===== src/logic/pixgam_defines.svh =====
`ifndef PIXGAM_DEFINES_SVH
`define PIXGAM_DEFINES_SVH

// ****************************************
// command codes, byte view of the link
// ****************************************
`define CODE_ALL_BLACK    8'h22
`define CODE_ALL_WHITE    8'h23
`define CODE_GAMMA_SELECT 8'h26
`define CODE_NORMAL_ON    8'h13

// ****************************************
// curve select field
// ****************************************
`define CURVE_FIELD_MSB   3
`define CURVE_ONE         4'h1
`define CURVE_TWO         4'h2
`define CURVE_THREE       4'h4
`define CURVE_FOUR        4'h8
`define CURVE_RESET       4'h1

// ****************************************
// controller registers (byte addresses)
// ****************************************
`define ADDR_COMMAND      8'h00
`define ADDR_STATUS       8'h04
`define CMD_OP_LSB        0
`define CMD_OP_MSB        1
`define CMD_WIDE_BIT      4
`define CMD_PARAM_LSB     8
`define CMD_PARAM_MSB     15
`define STAT_BUSY_BIT     0
`define STAT_LAST_LSB     4
`define STAT_LAST_MSB     5

`endif


===== src/logic/pixgam_pkg.sv =====
package pixgam_pkg;

  // operation that the controller is told to send
  typedef enum logic [1:0] {
    OP_NORMAL_ON,
    OP_ALL_BLACK,
    OP_ALL_WHITE,
    OP_GAMMA
  } host_op_t;

  // what the panel is made to show
  typedef enum logic [1:0] {
    PIX_IMAGE,
    PIX_BLACK,
    PIX_WHITE,
    PIX_BLANK
  } pix_mode_t;

  typedef enum logic {
    DEV_IDLE,
    DEV_WAIT_PARAM
  } dev_fsm_t;

  typedef enum logic [1:0] {
    HOST_IDLE,
    HOST_SEND_CMD,
    HOST_SEND_PARAM
  } host_fsm_t;

endpackage


===== src/logic/cmd_link_if.sv =====
`timescale 1ns/1ns
interface cmd_link_if;
  logic        valid;
  logic        param;
  logic        wide;
  logic [15:0] data;

  modport host (
    output valid,
    output param,
    output wide,
    output data
  );

  modport device (
    input  valid,
    input  param,
    input  wide,
    input  data
  );
endinterface


===== src/logic/pixgam_device.sv =====
// The placing of the registers and the Wishbone interface to the registers are this design's own decisions.
`timescale 1ns/1ns
`include "pixgam_defines.svh"

module pixgam_device (
  input  wire logic                clk_i,
  input  wire logic                rst_i,
  cmd_link_if.device               link,
  input  wire logic                sw_reset_i,
  input  wire logic                sleep_out_i,
  input  wire logic                display_on_i,
  output logic                     black_active_o,
  output logic                     white_active_o,
  output logic [3:0]               curve_o,
  output pixgam_pkg::pix_mode_t    pix_mode_o,
  output logic                     curve_reject_o
);
  import pixgam_pkg::*;

  // ****************************************
  // state
  // ****************************************
  typedef struct packed {
    dev_fsm_t   fsm;
    logic       black;
    logic       white;
    logic [3:0] curve;
    pix_mode_t  pix;
    logic       reject;
  } dev_state_t;

  // what one link word asks the decoder to do
  typedef enum logic [2:0] {
    KIND_NONE,
    KIND_BLACK,
    KIND_WHITE,
    KIND_NORMAL,
    KIND_GAMMA,
    KIND_PARAM,
    KIND_OTHER
  } word_kind_t;

  dev_state_t state;
  dev_state_t next_state;

  // ****************************************
  // helpers
  // ****************************************
  // a wide word carries its code in the high byte, a narrow one in the low byte
  function automatic logic [7:0] code_of(input logic wide, input logic [15:0] data);
    code_of = wide ? data[15:8] : data[7:0];
  endfunction

  function automatic logic curve_ok(input logic [3:0] v);
    curve_ok = (v == `CURVE_ONE) || (v == `CURVE_TWO) || (v == `CURVE_THREE) || (v == `CURVE_FOUR);
  endfunction

  // sorts one link word; a parameter counts only while a gamma command waits for it
  // a code that is not ours still reads as a command, so it ends a pending gamma
  function automatic word_kind_t kind_of(input logic       valid,
                                         input logic       param,
                                         input dev_fsm_t   fsm,
                                         input logic [7:0] code);
    if (!valid) begin
      kind_of = KIND_NONE;
    end else if (param) begin
      kind_of = (fsm == DEV_WAIT_PARAM) ? KIND_PARAM : KIND_NONE;
    end else begin
      unique case (code)
        `CODE_ALL_BLACK:    kind_of = KIND_BLACK;
        `CODE_ALL_WHITE:    kind_of = KIND_WHITE;
        `CODE_NORMAL_ON:    kind_of = KIND_NORMAL;
        `CODE_GAMMA_SELECT: kind_of = KIND_GAMMA;
        default:            kind_of = KIND_OTHER;
      endcase
    end
  endfunction

  // value that both resets leave; the panel mode is worked out afterwards
  function automatic dev_state_t cleared_state();
    cleared_state        = '0;
    cleared_state.fsm    = DEV_IDLE;
    cleared_state.black  = 1'b0;
    cleared_state.white  = 1'b0;
    cleared_state.curve  = `CURVE_RESET;
    cleared_state.pix    = PIX_BLANK;
    cleared_state.reject = 1'b0;
  endfunction

  // an override wins over display off, but sleep blanks the panel whatever is asked
  // display off alone blanks the panel only while no override is set
  function automatic pix_mode_t pix_of(input logic awake,
                                       input logic black,
                                       input logic white,
                                       input logic shown);
    if (!awake) begin
      pix_of = PIX_BLANK;
    end else if (black) begin
      pix_of = PIX_BLACK;
    end else if (white) begin
      pix_of = PIX_WHITE;
    end else if (shown) begin
      pix_of = PIX_IMAGE;
    end else begin
      pix_of = PIX_BLANK;
    end
  endfunction

  // decode intermediates, all filled at the top of the next-state process
  logic [7:0] code;
  logic [3:0] field;
  word_kind_t kind;

  // ****************************************
  // next state
  // ****************************************
  always_comb begin
    next_state        = state;
    next_state.reject = 1'b0;
    code              = code_of(link.wide, link.data);
    field             = link.data[`CURVE_FIELD_MSB:0];
    // no sleep qualifier on decoding: commands are taken in any power state
    kind = kind_of(link.valid, link.param, state.fsm, code);
    unique case (kind)
      KIND_BLACK: begin
        // setting an already set flag is the no-effect case
        next_state.fsm   = DEV_IDLE;
        next_state.black = 1'b1;
        next_state.white = 1'b0;
      end
      KIND_WHITE: begin
        next_state.fsm   = DEV_IDLE;
        next_state.white = 1'b1;
        next_state.black = 1'b0;
      end
      KIND_NORMAL: begin
        next_state.fsm   = DEV_IDLE;
        next_state.black = 1'b0;
        next_state.white = 1'b0;
      end
      KIND_GAMMA: begin
        next_state.fsm = DEV_WAIT_PARAM;
      end
      KIND_PARAM: begin
        // only the low nibble is looked at, the bits above are don't care
        next_state.fsm = DEV_IDLE;
        if (curve_ok(field)) begin
          next_state.curve = field;
        end else begin
          next_state.reject = 1'b1;
        end
      end
      KIND_OTHER: begin
        // other commands belong to other decoders; a pending gamma is dropped
        next_state.fsm = DEV_IDLE;
      end
      KIND_NONE: begin
        // idle link or a stray parameter: nothing moves
      end
    endcase
    if (sw_reset_i) begin
      // software reset wins over a word in the same cycle, reject pulse included
      next_state = cleared_state();
    end
    // the panel follows the flags as they will stand, so both move in one cycle
    next_state.pix = pix_of(sleep_out_i, next_state.black, next_state.white, display_on_i);
  end

  // ****************************************
  // registers
  // ****************************************
  always_ff @(posedge clk_i) begin
    if (rst_i) begin
      state.fsm    <= DEV_IDLE;
      state.black  <= 1'b0;
      state.white  <= 1'b0;
      state.curve  <= `CURVE_RESET;
      state.pix    <= PIX_BLANK;
      state.reject <= 1'b0;
    end else begin
      state <= next_state;
    end
  end

  // ****************************************
  // outputs
  // ****************************************
  // every output is a state flop, so nothing combinational reaches the pins
  assign black_active_o = state.black;
  assign white_active_o = state.white;
  assign curve_o        = state.curve;
  assign pix_mode_o     = state.pix;
  assign curve_reject_o = state.reject;
endmodule


===== src/flat_wrapper.sv =====
// flat-port wrapper written by rule: the top's interface ports become plain ports
module pixgam_device_flat import pixgam_pkg::*;
  (clk_i, rst_i, sw_reset_i, sleep_out_i, display_on_i, black_active_o, white_active_o, curve_o, pix_mode_o, curve_reject_o, link_valid, link_param, link_wide, link_data);
  cmd_link_if link_i ();
  input  wire logic clk_i;
  input  wire logic rst_i;
  input  wire logic sw_reset_i;
  input  wire logic sleep_out_i;
  input  wire logic display_on_i;
  output logic black_active_o;
  output logic white_active_o;
  output logic [3:0] curve_o;
  output pixgam_pkg::pix_mode_t pix_mode_o;
  output logic curve_reject_o;
  input wire logic [$bits(link_i.valid)-1:0] link_valid;
  input wire logic [$bits(link_i.param)-1:0] link_param;
  input wire logic [$bits(link_i.wide)-1:0] link_wide;
  input wire logic [$bits(link_i.data)-1:0] link_data;
  assign link_i.valid = link_valid;
  assign link_i.param = link_param;
  assign link_i.wide = link_wide;
  assign link_i.data = link_data;
  pixgam_device u_core (.clk_i(clk_i), .rst_i(rst_i), .link(link_i), .sw_reset_i(sw_reset_i), .sleep_out_i(sleep_out_i), .display_on_i(display_on_i), .black_active_o(black_active_o), .white_active_o(white_active_o), .curve_o(curve_o), .pix_mode_o(pix_mode_o), .curve_reject_o(curve_reject_o));
endmodule

===== config.mk =====
export PLATFORM = sky130hd
export DESIGN_NAME = pixgam_device_flat
export DESIGN_NICKNAME = d
export VERILOG_FILES = /design/src/logic/pixgam_pkg.sv /design/src/logic/cmd_link_if.sv /design/src/logic/pixgam_device.sv /design/src/flat_wrapper.sv
export VERILOG_INCLUDE_DIRS = /design/src /design/src/logic
export SDC_FILE = /design/constraint.sdc
export NUM_CORES = 1
export LEC_CHECK = 0
export BUFFER_PORTS_ARGS = -buffer_cell sky130_fd_sc_hd__buf_2
export CAP_MARGIN = 20
export CORE_ASPECT_RATIO = 1.1
export CORE_MARGIN = 2
export CORE_UTILIZATION = 53
export CTS_BUF_LIST = sky130_fd_sc_hd__clkbuf_2
export CTS_CLUSTER_SIZE = 20
export DETAILED_ROUTE_END_ITERATION = 6
export PLACE_DENSITY = 0.87
export RECOVER_POWER = 100
export SYNTH_ARGS = -nofsm -noshare
export SYNTH_HDL_FRONTEND = slang
export SYNTH_SLANG_ARGS = --single-unit

===== constraint.sdc =====
create_clock -name clk_i -period 3.85 [get_ports clk_i]
set_input_delay 0.1925 -clock clk_i [delete_from_list [all_inputs] [get_ports clk_i]]
set_output_delay 0.1925 -clock clk_i [all_outputs]
set_load 0.02 [all_outputs]

# After elaboration in Yosys (flattened, before gate mapping)
# Cells that the tools add are included.
[word_totals]
regBits = 10
inputBits = 24
output_inout_bits = 9
[op_classes]
bitwise = 2
eq_ne = 14
mux = 15
reduce_logical = 10
[ops]
columns = ["operator", "n"]
rows = [
  ["$eq 8x6->1 const B", 3],
  ["$pmux 3 s4", 1],
  ["$eq 3x3->1 const B", 3],
  ["$mux 3", 3],
  ["$mux 9", 1],
  ["$eq 8x5->1 const B", 1],
  ["$mux 4", 2],
  ["$mux 8", 1],
  ["$eq 3x2->1 const B", 2],
  ["$mux 2", 3],
  ["$pmux 2 s3", 1],
  ["$reduce_or 3->1", 2],
  ["$reduce_or 5->1", 1],
  ["$eq 4x1->1 const B", 1],
  ["$eq 4x2->1 const B", 1],
  ["$eq 4x3->1 const B", 1],
  ["$eq 4x4->1 const B", 1],
  ["$reduce_or 2->1", 2],
  ["$eq 3x1->1 const B", 1],
  ["$logic_or 1x1->1", 3],
  ["$mux 1", 2],
  ["$not 1->1", 2],
  ["$pmux 1 s2", 1],
  ["$reduce_and 2->1", 1],
  ["$reduce_bool 2->1", 1],
]

# Longest topological paths before layout
# Gate-level depths: netlist (run 1).
[logic_depth]
ltp_word = 10
mapped_depth = 11
mapped_depth_nobuf = 11

# Worst setup path before layout (run 1)
# OpenSTA, ideal clock, no wires.
[synth_path]
path_kind = "input port to flip-flop"
start = "in link_wide"
end = "reg u_core.state, in the netlist u_core.pix_mode_o[0]"
setup_time_ns = 0.133
path_slack_ns = 1.413
path_stages = 10
path_buffers = 1
arrival_ns = 2.303
cell_sequence = "buf_6 > mux2_1 > or4_1 > nand3_1 > inv_1 > ha_1 > or4_1 > o41a_1 > nand2_1 > o221ai_1"
[synth_via]
elab_chain_len = 9
elab_cells_between_ends = 15
cone_classes = "eq/ne (7); mux (7); reduce/logical (1)"
[synth_rtl]
columns = ["element", "line_no", "rtl"]
rows = [
  ["start: declaration", "flat_wrapper.sv:17", "input wire logic [$bits(link_i.wide)-1:0] link_wide;"],
  ["$mux 8 *", "pixgam_device.sv:51", "code_of = wide ? data[15:8] : data[7:0];"],
  ["$eq 8x6->1 / $eq 8x5->1 (equally long branches)", "pixgam_device.sv:69", "unique case (code)"],
  ["$pmux 3 s4 *", "pixgam_device.sv:69", ""],
  ["$mux 3 *", "pixgam_device.sv:66", "end else if (param) begin"],
  ["$mux 3 *", "pixgam_device.sv:64", "if (!valid) begin"],
  ["$eq 3x2->1 / $eq 3x1->1 (equally long branches)", "pixgam_device.sv:124", "unique case (kind)"],
  ["$pmux 2 s3 *", "pixgam_device.sv:124", ""],
  ["$mux 9 *", "pixgam_device.sv:161", "if (sw_reset_i) begin"],
  ["$reduce_or 3->1 (no source line) / $mux 2 (equally long branches)", "-", ""],
  ["end signal: assignment", "pixgam_device.sv:181", "state <= next_state;"],
  ["end: declaration", "pixgam_device.sv:43", "dev_state_t state;"],
]
# Every way passes the cells marked *; elsewhere a longest branch is shown, timed or not.
# A chain may end at the register's enable or synchronous reset.

# Worst setup path after layout (run 1)
# Ends and elaborated chain as after synthesis.

==> results of run 1 <==
[state kept, by name, summed over array words and instances, names as in the netlist]
name,flops
u_core.state,1
u_core.curve_reject_o,1
u_core.white_active_o,1
u_core.black_active_o,1
u_core.pix_mode_o,2
u_core.curve_o,4
[critical path: stages]
cell and delay [ns]:
sky130_fd_sc_hd__clkbuf_1 0.38, sky130_fd_sc_hd__nor3b_1 0.39, sky130_fd_sc_hd__nor2_1 0.10, sky130_fd_sc_hd__or4_1 0.52, sky130_fd_sc_hd__nand3_1 0.13, sky130_fd_sc_hd__inv_1 0.07, sky130_fd_sc_hd__ha_1 0.20, sky130_fd_sc_hd__or4_1 0.51
sky130_fd_sc_hd__o41a_1 0.14, sky130_fd_sc_hd__nand2_1 0.10, sky130_fd_sc_hd__o221ai_1 0.11
[kinds of logic (layout without fill, tap and decap cells)]
kind of cell             count (synthesis)  in the layout  synth area share (%)
adder cells (fa/ha/maj)                  4              4                  6.18
flip-flops                              10             10                  24.7
multiplexers                             3              3                  5.56
buffers and inverters                   12             41                  9.27
AND/OR/NAND/NOR                         39             39                  31.5
AO/OA/AOI/OAI                           22             22                  21.6
XOR/XNOR                                 1              1                  1.08
[layout by cell type, fill, tap and decap left out, types with 3 or more instances in the layout]
cell and instances:
sky130_fd_sc_hd__nor2_1 7, sky130_fd_sc_hd__nand2b_1 6, sky130_fd_sc_hd__nand3_1 4, sky130_fd_sc_hd__o21ai_0 6, sky130_fd_sc_hd__inv_1 4, sky130_fd_sc_hd__nand2_1 7, sky130_fd_sc_hd__buf_2 22, sky130_fd_sc_hd__ha_1 4
sky130_fd_sc_hd__clkbuf_2 3, sky130_fd_sc_hd__clkbuf_1 10, sky130_fd_sc_hd__dfxtp_1 10
[power by group]
part | total, mW | internal (mW) | switching, mW | leakage [nW]
clock network | 0.0628 | 0.0225 | 0.0403 | 0.0140
registers | 0.106 | 0.105 | 0.000759 | 0.0811
logic | 0.0511 | 0.0230 | 0.0281 | 0.263
total | 0.220 | 0.151 | 0.0692 | 0.358
[layer usage]
| metal | vias up | routed length [um] | track usage [%] |
|---|---|---|---|
| met5 | - | 0 | 0 |
| met4 | 0 | 57 | 16.1 |
| met3 | 8 | 94 | 7.39 |
| met2 | 30 | 962 | 36.3 |
| met1 | 370 | 697 | 23.5 |
| li1 | 384 | - | - |
[area by class of cell]
class,count,area (um2),share of cell area (%)
Clock buffer,3,15.0,1.61
Sequential cell,10,200,21.5
Inverter,5,18.8,2.02
Tap cell,16,20.0,2.15
Timing Repair Buffer,32,148,15.9
Multi-Input combinational cell,69,526,56.5
Clock inverter,1,3.75,0.403
[metrics by stage]
stage	area, um2	worst slack [ns]
3_5_place_dp	933	1.19
6_report	931	1.17
4_1_cts	952	1.48
2_1_floorplan	810	1.41
3_3_place_gp	933	1.24
5_1_grt	931	0.981
[how the worst max path moves through the flow]
stage	start	endpoint	slack, ns	depth (start not counted)
after floorplan	link_wide	u_core.pix_mode_o[0]	1.41	10
after global placement	link_wide	u_core.pix_mode_o[0]	1.24	10
after detailed placement	link_wide	u_core.pix_mode_o[0]	1.19	10
after CTS	link_wide	u_core.pix_mode_o[0]	1.48	10
after global routing	link_wide	u_core.pix_mode_o[0]	0.98	11
final	link_wide	u_core.pix_mode_o[0]	1.17	11
==> summary.txt, run 1 <==
effective utilization at floorplan: 57.8%
Achievable Freq: 373 MHz
end of the worst register-to-register path: u_core.pix_mode_o[0]
DRC viols: 0
core outline area: 1400 um2
dominant register cell in the synthesized netlist: sky130_fd_sc_hd__dfxtp_1
Die Footprint: 1860 um2
net count of the mapped netlist: 119
average routed wire per standard cell: 13.3 um
Layout Utilization: 66.4%
die outline height: 45.0 um
Max Buffers Root-to-Sink: 2
number of filler instances in the final layout: 149
share of synthesized flip-flops with an asynchronous set or reset: 0%
clock transition time at the flip-flop clock pins of the worst setup and hold paths: 0.11 ns
Antenna diodes: 0
portion of synthesized cell area occupied by the leading cell type: 24.7%
RSZ-0062 raised after global routing: no
Max Transition Viols Final: 0
result of the run: completed
placed cell count: 132
Avg Cell Area, Syn: 8.90 um2
CP Launch Type: primary input
# Max-Cap Violations: 0
post-detailed-routing wire length: 1810 um
count of synthesis-stage warnings from yosys: 0
first-pass GRT wire length: 2740 um
Iteration-0 DRC Markers: 18
most instantiated cells after synthesis: sky130_fd_sc_hd__dfxtp_1 (10), sky130_fd_sc_hd__nand2_1 (7), sky130_fd_sc_hd__nor2_1 (7), sky130_fd_sc_hd__buf_4 (6), sky130_fd_sc_hd__nand2b_1 (6)
final-report hold violation count: 0
Synth Cell Area: 810 um2
via density per instance: 5.82
filler-free cell count of the finished design: 136
I/O pins: 33
R2R cell count: 8
RePlAce Congestion: 0.844
Final #Nets: 149
number of buffers added by the clock tree synthesis step: 3
total via count in the routed design: 792
first-pass iteration count of the detailed router: 4
fraction of layout instances using a drive strength above 1: 30.0%
Worst slew margin: 66.2%
number of cells on the worst hold path: 2
PwrDens: 236 nW/um2
largest clock skew in the final design: 0.0142 ns
vias in the first global route: 702
Final TNS setup: 0 ns
number of synthesized flops with an enable pin: 0
flop-to-flop setup slack: 1.91 ns
post-synthesis sequential area ratio: 24.7%
Pleak: 0.358 nW
share of the clock period used by the worst path: 69.6%
Final Setup Violations: 0
biggest area contributors in the synthesized netlist: sky130_fd_sc_hd__dfxtp_1 (25%), sky130_fd_sc_hd__ha_1 (6.2%), sky130_fd_sc_hd__buf_4 (5.6%)
Power Total: 220 uW
maximum number of pins on one net before global-route repair: 12
number of distinct library cells after synthesis: 40
P&R area growth vs syn: 15.0%
CP endpoint kind: flip-flop
startpoint of the tightest hold check path: rst_i
clock tree root driver cell: sky130_fd_sc_hd__clkbuf_2
Antenna Violating Nets Remaining: 0
Congestion Overflow GR: 0
dpl hpwl: 1480 um
initial antenna violation count: 0
clock latency on the worst-skew pair: 0.28 ns
highest fanout seen on the critical path: 11
number of buffers inserted to repair setup after CTS: 0
time the worst path needs with I/O delays and setup: 2.68 ns
library cell occupying the most area in the post-synthesis netlist: sky130_fd_sc_hd__dfxtp_1
Resized Gates After CTS: 0
hold endpoint: u_core.white_active_o
Crit Path Category: in -> reg
startpoint of the lowest-slack register-to-register path: u_core.state[9]
Worst EP arrival: 2.85 ns
maximum VDD drop: 0.187 mV
most frequent cell after synthesis: sky130_fd_sc_hd__dfxtp_1
row count: 14
worst hold slack after final layout: 0.122 ns
level count of the clock H-tree: 1
Worst Tran Pin Value: 0.505 ns
required time at the worst-slack endpoint: 4.02 ns
flip-flop and latch count after synthesis: 10
CTS tree: built
overall global routing resource usage: 22.6%
width of the die: 41.3 um
number of input and output port buffers inserted: 32
min-delay worst type: in -> reg
hold_buf cts: 0
Cells after Synth: 91
number of clock sinks seen by CTS: 10
(Power assumes the default switching activity.)
==> run 2: changes to the inputs <==
--- a/config.mk
+++ b/config.mk
@@ -10,11 +10,11 @@
 export CAP_MARGIN = 20
 export CORE_ASPECT_RATIO = 1.1
 export CORE_MARGIN = 2
-export CORE_UTILIZATION = 53
+export CORE_UTILIZATION = 49
 export CTS_BUF_LIST = sky130_fd_sc_hd__clkbuf_2
 export CTS_CLUSTER_SIZE = 20
 export DETAILED_ROUTE_END_ITERATION = 6
-export PLACE_DENSITY = 0.87
+export PLACE_DENSITY = 0.81
 export RECOVER_POWER = 100
 export SYNTH_ARGS = -nofsm -noshare
 export SYNTH_HDL_FRONTEND = slang
==> constraint.sdc (replaced) <==
create_clock -name clk_i -period 2.7 [get_ports clk_i]
set_input_delay 0.135 -clock clk_i [delete_from_list [all_inputs] [get_ports clk_i]]
set_output_delay 0.135 -clock clk_i [all_outputs]
set_load 0.02 [all_outputs]
==> summary.txt, run 2 (same netlist as run 1, synthesis figures left out) <==
result of the run: completed
Place WS: 0.102 ns (-1.09 ns)
Achievable Freq: 432 MHz
cells along the critical path: buf_2 -> mux2_1 -> or4_1 -> nand3_1 -> inv_1 -> ha_1 -> or4_1 -> o41a_1 -> nand2_1 -> o221ai_1
width of the die: 42.8 um (+3.6%)
fraction of layout instances using a drive strength above 1: 31.9% (+1.9 points)
Worst slew margin: 59.6% (-6.5 points)
largest clock skew in the final design: 0.00229 ns (-0.0119 ns)
I/O pins: 33 (unchanged)
Worst Tran Pin Value: 0.604 ns (+0.0983 ns)
R2R cell count: 8 (unchanged)
Routed met2 length: 791 um (-18%)
required time at the worst-slack endpoint: 2.83 ns (-1.19 ns)
Post-Route M1 WL: 691 um (-0.86%)
maximum number of pins on one net before global-route repair: 12 (unchanged)
clock transition time at the flip-flop clock pins of the worst setup and hold paths: 0.10 ns (about the same)
Resized Gates After CTS: 0 (unchanged)
Congestion Overflow GR: 0 (unchanged)
# Max-Cap Violations: 0 (unchanged)
first-pass GRT wire length: 2440 um (-11%)
number of buffers inserted to repair setup after CTS: 0 (unchanged)
post-route design area: 926 um2 (-0.54%)
row count: 15 (+1)
dpl hpwl: 1280 um (-13%)
final-report hold violation count: 0 (unchanged)
overall global routing resource usage: 16.3% (-6.3 points)
Max Buffers Root-to-Sink: 2 (unchanged)
total via count in the routed design: 760 (-4.0%)
Worst EP arrival: 2.44 ns (-0.41 ns)
highest fanout seen on the critical path: 11 (unchanged)
CP endpoint kind: flip-flop
smallest setup slack after layout: 0.388 ns (-0.782 ns)
wire length on met3: 76 um (-19%)
effective utilization at floorplan: 52.0% (-5.8 points)
RePlAce Congestion: 0.787 (-6.8%)
first-pass iteration count of the detailed router: 4 (unchanged)
end of the worst register-to-register path: u_core.pix_mode_o[0]
Crit Path Category: in -> reg
most frequent cells in the layout: sky130_fd_sc_hd__buf_2 (23), sky130_fd_sc_hd__dfxtp_1 (10), sky130_fd_sc_hd__clkbuf_1 (9)
vias in the first global route: 608 (-13%)
via density per instance: 5.59 (-4.0%)
share of the clock period used by the worst path: 85.6%
number of cells on the worst hold path: 2 (unchanged)
number of filler instances in the final layout: 155 (+4.0%)
clock tree root driver cell: sky130_fd_sc_hd__clkbuf_2
Antenna Violating Nets Remaining: 0 (unchanged)
startpoint of the tightest hold check path: rst_i
initial antenna violation count: 0 (unchanged)
Pleak: 0.361 nW (+0.66%)
CP Launch Type: primary input
P&R area growth vs syn: 14.4%
level count of the clock H-tree: 1 (unchanged)
Max Transition Viols Final: 0 (unchanged)
placed inst area: 935 um2 (+0.13%)
number of input and output port buffers inserted: 32 (unchanged)
Critical-path top delay cell: sky130_fd_sc_hd__or4_1
clock latency on the worst-skew pair: 0.25 ns (-0.03 ns)
hold endpoint: u_core.white_active_o
die outline height: 46.6 um (+3.6%)
commonest non-fill, non-tap cell in the layout: sky130_fd_sc_hd__buf_2
max reg flops: 4 (unchanged)
min-delay worst type: in -> reg
Die Footprint: 1990 um2 (+7.4%)
startpoint of the lowest-slack register-to-register path: u_core.state[9]
RSZ-0062 raised after global routing: no
Final TNS setup: 0 ns (unchanged)
hold_buf cts: 0 (unchanged)
post-detailed-routing wire length: 1600 um (-12%)
number of clock sinks seen by CTS: 10 (unchanged)
cell occurring most often along the worst timing path: sky130_fd_sc_hd__or4_1
CTS tree: built
number of buffers added by the clock tree synthesis step: 3 (unchanged)
Iteration-0 DRC Markers: 17 (-1)
maximum VDD drop: 0.178 mV (-4.7%)
Antenna diodes: 0 (unchanged)
average routed wire per standard cell: 11.7 um (-12%)
DRC viols: 0 (unchanged)
Layout Utilization: 59.4% (-7.0 points)
PwrDens: 327 nW/um2 (+38%)
flop-to-flop setup slack: 0.82 ns (-1.09 ns)
Max Used Layer: met4
Final #Nets: 149 (unchanged)
Final Setup Violations: 0 (unchanged)
CP peak stage delay: 0.50 ns (-0.02 ns)
time the worst path needs with I/O delays and setup: 2.31 ns
core outline area: 1560 um2 (+11%)
-- run 2: worst max-delay path by stage --
stage | startpoint | cells past startpoint | slack, ns | to
after floorplan | link_wide | 10 | 0.32 | u_core.pix_mode_o[0]
after global placement | link_wide | 10 | 0.15 | u_core.pix_mode_o[0]
after detailed placement | link_wide | 10 | 0.10 | u_core.pix_mode_o[0]
after CTS | link_wide | 10 | 0.39 | u_core.pix_mode_o[0]
after global routing | link_wide | 11 | 0.21 | u_core.pix_mode_o[0]
final | link_wide | 10 | 0.39 | u_core.pix_mode_o[0]
-- run 2: report_power, final --
group          internal, mW  total (mW)  leakage (nW)  switching, mW
registers             0.150       0.151        0.0811        0.00103
logic                0.0331      0.0716         0.267         0.0385
clock network        0.0303      0.0799        0.0125         0.0496
-- run 2: layout make-up --
class,count,area [um2],share of cell area [%]
multi-input cells,69,522,56.4
repair buffers,32,149,16.1
clock buffers,3,15.0,1.62
well taps,17,21.3,2.30
inverters,5,18.8,2.03
flip-flops and latches,10,200,21.6
-- run 2: per-layer routing --
metal / vias to the layer above / global-route usage (%)
li1: 386 / -
met1: 343 / 20.2
met2: 25 / 27.0
met3: 6 / 0.784
met4: 0 / 11.9
met5: - / 0
-- run 2: metrics by stage --
| stage | power [mW] | instances | hold WS, ns |
|---|---|---|---|
| floorplan | 0.199 | 91 | 0.204 |
| global placement | 0.225 | 133 | 0.357 |
| detailed placement | 0.227 | 133 | 0.357 |
| CTS | 0.310 | 136 | 0.0709 |
| global route | 0.318 | 136 | 0.0957 |
| finish | 0.302 | 136 | 0.0868 |
-- run 2: worst max-delay path: cells and delay by family --
kind | cells | cell delay [ns]
adders and majority gates | 1 | 0.20
and+or+nand+nor | 4 | 1.22
buffers and inverters | 2 | 0.28
AOI/OAI and AO/OA | 2 | 0.24
muxes | 1 | 0.37
==> run 3: changes to the inputs <==
--- a/config.mk
+++ b/config.mk
@@ -8,13 +8,15 @@
 export LEC_CHECK = 0
 export BUFFER_PORTS_ARGS = -buffer_cell sky130_fd_sc_hd__buf_2
 export CAP_MARGIN = 20
-export CORE_ASPECT_RATIO = 1.1
+export CELL_PAD_IN_SITES_DETAIL_PLACEMENT = 1
+export CELL_PAD_IN_SITES_GLOBAL_PLACEMENT = 2
+export CORE_ASPECT_RATIO = 0.7
 export CORE_MARGIN = 2
-export CORE_UTILIZATION = 49
+export CORE_UTILIZATION = 28
 export CTS_BUF_LIST = sky130_fd_sc_hd__clkbuf_2
 export CTS_CLUSTER_SIZE = 20
 export DETAILED_ROUTE_END_ITERATION = 6
-export PLACE_DENSITY = 0.81
+export PLACE_DENSITY_LB_ADDON = 0.1
 export RECOVER_POWER = 100
 export SYNTH_ARGS = -nofsm -noshare
 export SYNTH_HDL_FRONTEND = slang
==> summary.txt, run 3 (same netlist as run 1, synthesis figures left out) <==
die outline height: 49.0 um (+5.1%)
width of the die: 68.3 um (+60%)
vias in the first global route: 765 (+26%)
number of input and output port buffers inserted: 32 (unchanged)
Achievable Freq: 418 MHz (-3.4%)
commonest non-fill, non-tap cell in the layout: sky130_fd_sc_hd__buf_2
start point of the critical path: link_wide
Iteration-0 DRC Markers: 19 (+2)
startpoint of the lowest-slack register-to-register path: u_core.state[9]
Die Footprint: 3340 um2 (+68%)
P&R area growth vs syn: 17.8%
worst hold slack after final layout: 0.0638 ns (-0.0230 ns)
time the worst path needs with I/O delays and setup: 2.39 ns (+0.0816 ns)
result of the run: completed
RePlAce Congestion: 0.755 (-4.1%)
RSZ-0062 raised after global routing: no
placed inst area: 958 um2 (+2.5%)
core outline area: 2780 um2 (+79%)
clock latency on the worst-skew pair: 0.27 ns (+0.02 ns)
PwrDens: 336 nW/um2 (+2.8%)
Worst EP arrival: 2.54 ns (+0.10 ns)
clock transition time at the flip-flop clock pins of the worst setup and hold paths: 0.12 ns (+0.02 ns)
I/O pins: 33 (unchanged)
first-pass iteration count of the detailed router: 4 (unchanged)
overall global routing resource usage: 13.6% (-2.6 points)
Congestion Overflow GR: 0 (unchanged)
number of buffers inserted to repair setup after CTS: 0 (unchanged)
final-report hold violation count: 0 (unchanged)
hold_buf cts: 0 (unchanged)
level count of the clock H-tree: 1 (unchanged)
R2R cell count: 8 (unchanged)
end of the worst register-to-register path: u_core.pix_mode_o[0]
maximum number of pins on one net before global-route repair: 12 (unchanged)
Critical Path Sink: u_core.pix_mode_o[0]
Max Buffers Root-to-Sink: 2 (unchanged)
Pleak: 0.362 nW (+0.43%)
effective utilization at floorplan: 29.1% (-23 points)
number of buffers added by the clock tree synthesis step: 3 (unchanged)
DRC viols: 0 (unchanged)
number of clock sinks seen by CTS: 10 (unchanged)
initial antenna violation count: 0 (unchanged)
Final TNS setup: 0 ns (unchanged)
row count: 16 (+1)
Crit Path Category: in -> reg
via density per instance: 4.81 (-14%)
Worst slew margin: 58.6% (-1.0 points)
fraction of layout instances using a drive strength above 1: 31.7% (-0.27 points)
post-route design area: 953 um2 (+3.0%)
number of cells on the worst hold path: 2 (unchanged)
largest clock skew in the final design: 0.00759 ns (+0.00530 ns)
first-pass GRT wire length: 3400 um (+40%)
Resized Gates After CTS: 0 (unchanged)
Worst Tran Pin Value: 0.619 ns (+0.0153 ns)
clock tree root driver cell: sky130_fd_sc_hd__clkbuf_2
Antenna diodes: 0 (unchanged)
average routed wire per standard cell: 12.9 um (+10%)
CTS tree: built
highest fanout seen on the critical path: 11 (unchanged)
share of the clock period used by the worst path: 88.7% (+3.0 points)
Final #Nets: 149 (unchanged)
dpl hpwl: 1680 um (+30%)
most frequent cells in the layout: sky130_fd_sc_hd__buf_2 (23), sky130_fd_sc_hd__dfxtp_1 (10), sky130_fd_sc_hd__clkbuf_1 (9)
# Max-Cap Violations: 0 (unchanged)
CP endpoint kind: flip-flop
CP Launch Type: primary input
Antenna Violating Nets Remaining: 0 (unchanged)
max reg flops: 4 (unchanged)
required time at the worst-slack endpoint: 2.85 ns (+0.02 ns)
post-detailed-routing wire length: 2010 um (+26%)
total via count in the routed design: 751 (-1.2%)
min-delay worst type: in -> reg
startpoint of the tightest hold check path: rst_i
maximum VDD drop: 0.111 mV (-38%)
Max Transition Viols Final: 0 (unchanged)
Final Setup Violations: 0 (unchanged)
flop-to-flop setup slack: 0.77 ns (-0.05 ns)
[run 3: power breakdown]
group | total [mW] | switching [mW] | internal [mW]
combinational | 0.0732 | 0.0400 | 0.0332
sequential | 0.151 | 0.00108 | 0.150
clock | 0.0959 | 0.0637 | 0.0322
[run 3: worst max-delay path, stage by stage]
cell	delay, ns
sky130_fd_sc_hd__buf_2	0.21
sky130_fd_sc_hd__mux2_1	0.37
sky130_fd_sc_hd__or4_1	0.50
sky130_fd_sc_hd__nand3_1	0.16
sky130_fd_sc_hd__inv_1	0.09
sky130_fd_sc_hd__ha_1	0.21
sky130_fd_sc_hd__or4_1	0.50
sky130_fd_sc_hd__o41a_1	0.14
sky130_fd_sc_hd__nand2_1	0.09
sky130_fd_sc_hd__o221ai_1	0.13
[run 3: final cells by class]
cell class                 instances  area, um2
inverter                           5       18.8
sequential                        10        200
clock inverter                     1       3.75
fill                             348       1830
clock buffer                       3       15.0
multi-input combinational         69        522
timing repair buffer              32        149
tap                               36       45.0
[run 3: metrics by stage]
step	utilization [%]	power, mW	setup WS (ns)	cells
2_1_floorplan	-	0.199	0.321	91
3_3_place_gp	34.4	0.229	0.111	152
3_5_place_dp	34.4	0.230	0.0295	152
4_1_cts	35.1	0.326	0.318	156
5_1_grt	34.3	0.342	0.152	156
6_report	34.3	0.320	0.306	156
[run 3: worst min path at each step]
stage / to / slack [ns]
after global placement: u_core.white_active_o / 0.38
final: u_core.white_active_o / 0.06
after CTS: u_core.white_active_o / 0.06
after floorplan: u_core.white_active_o / 0.20
after global routing: u_core.white_active_o / 0.06
after detailed placement: u_core.white_active_o / 0.36
[run 3: layer usage]
metal	global-route usage, %	wire (um)	up-vias
met4	4.00	20	0
met2	20.4	876	14
li1	-	-	385
met1	18.2	1030	350
met3	4.85	87	2
met5	0	0	-
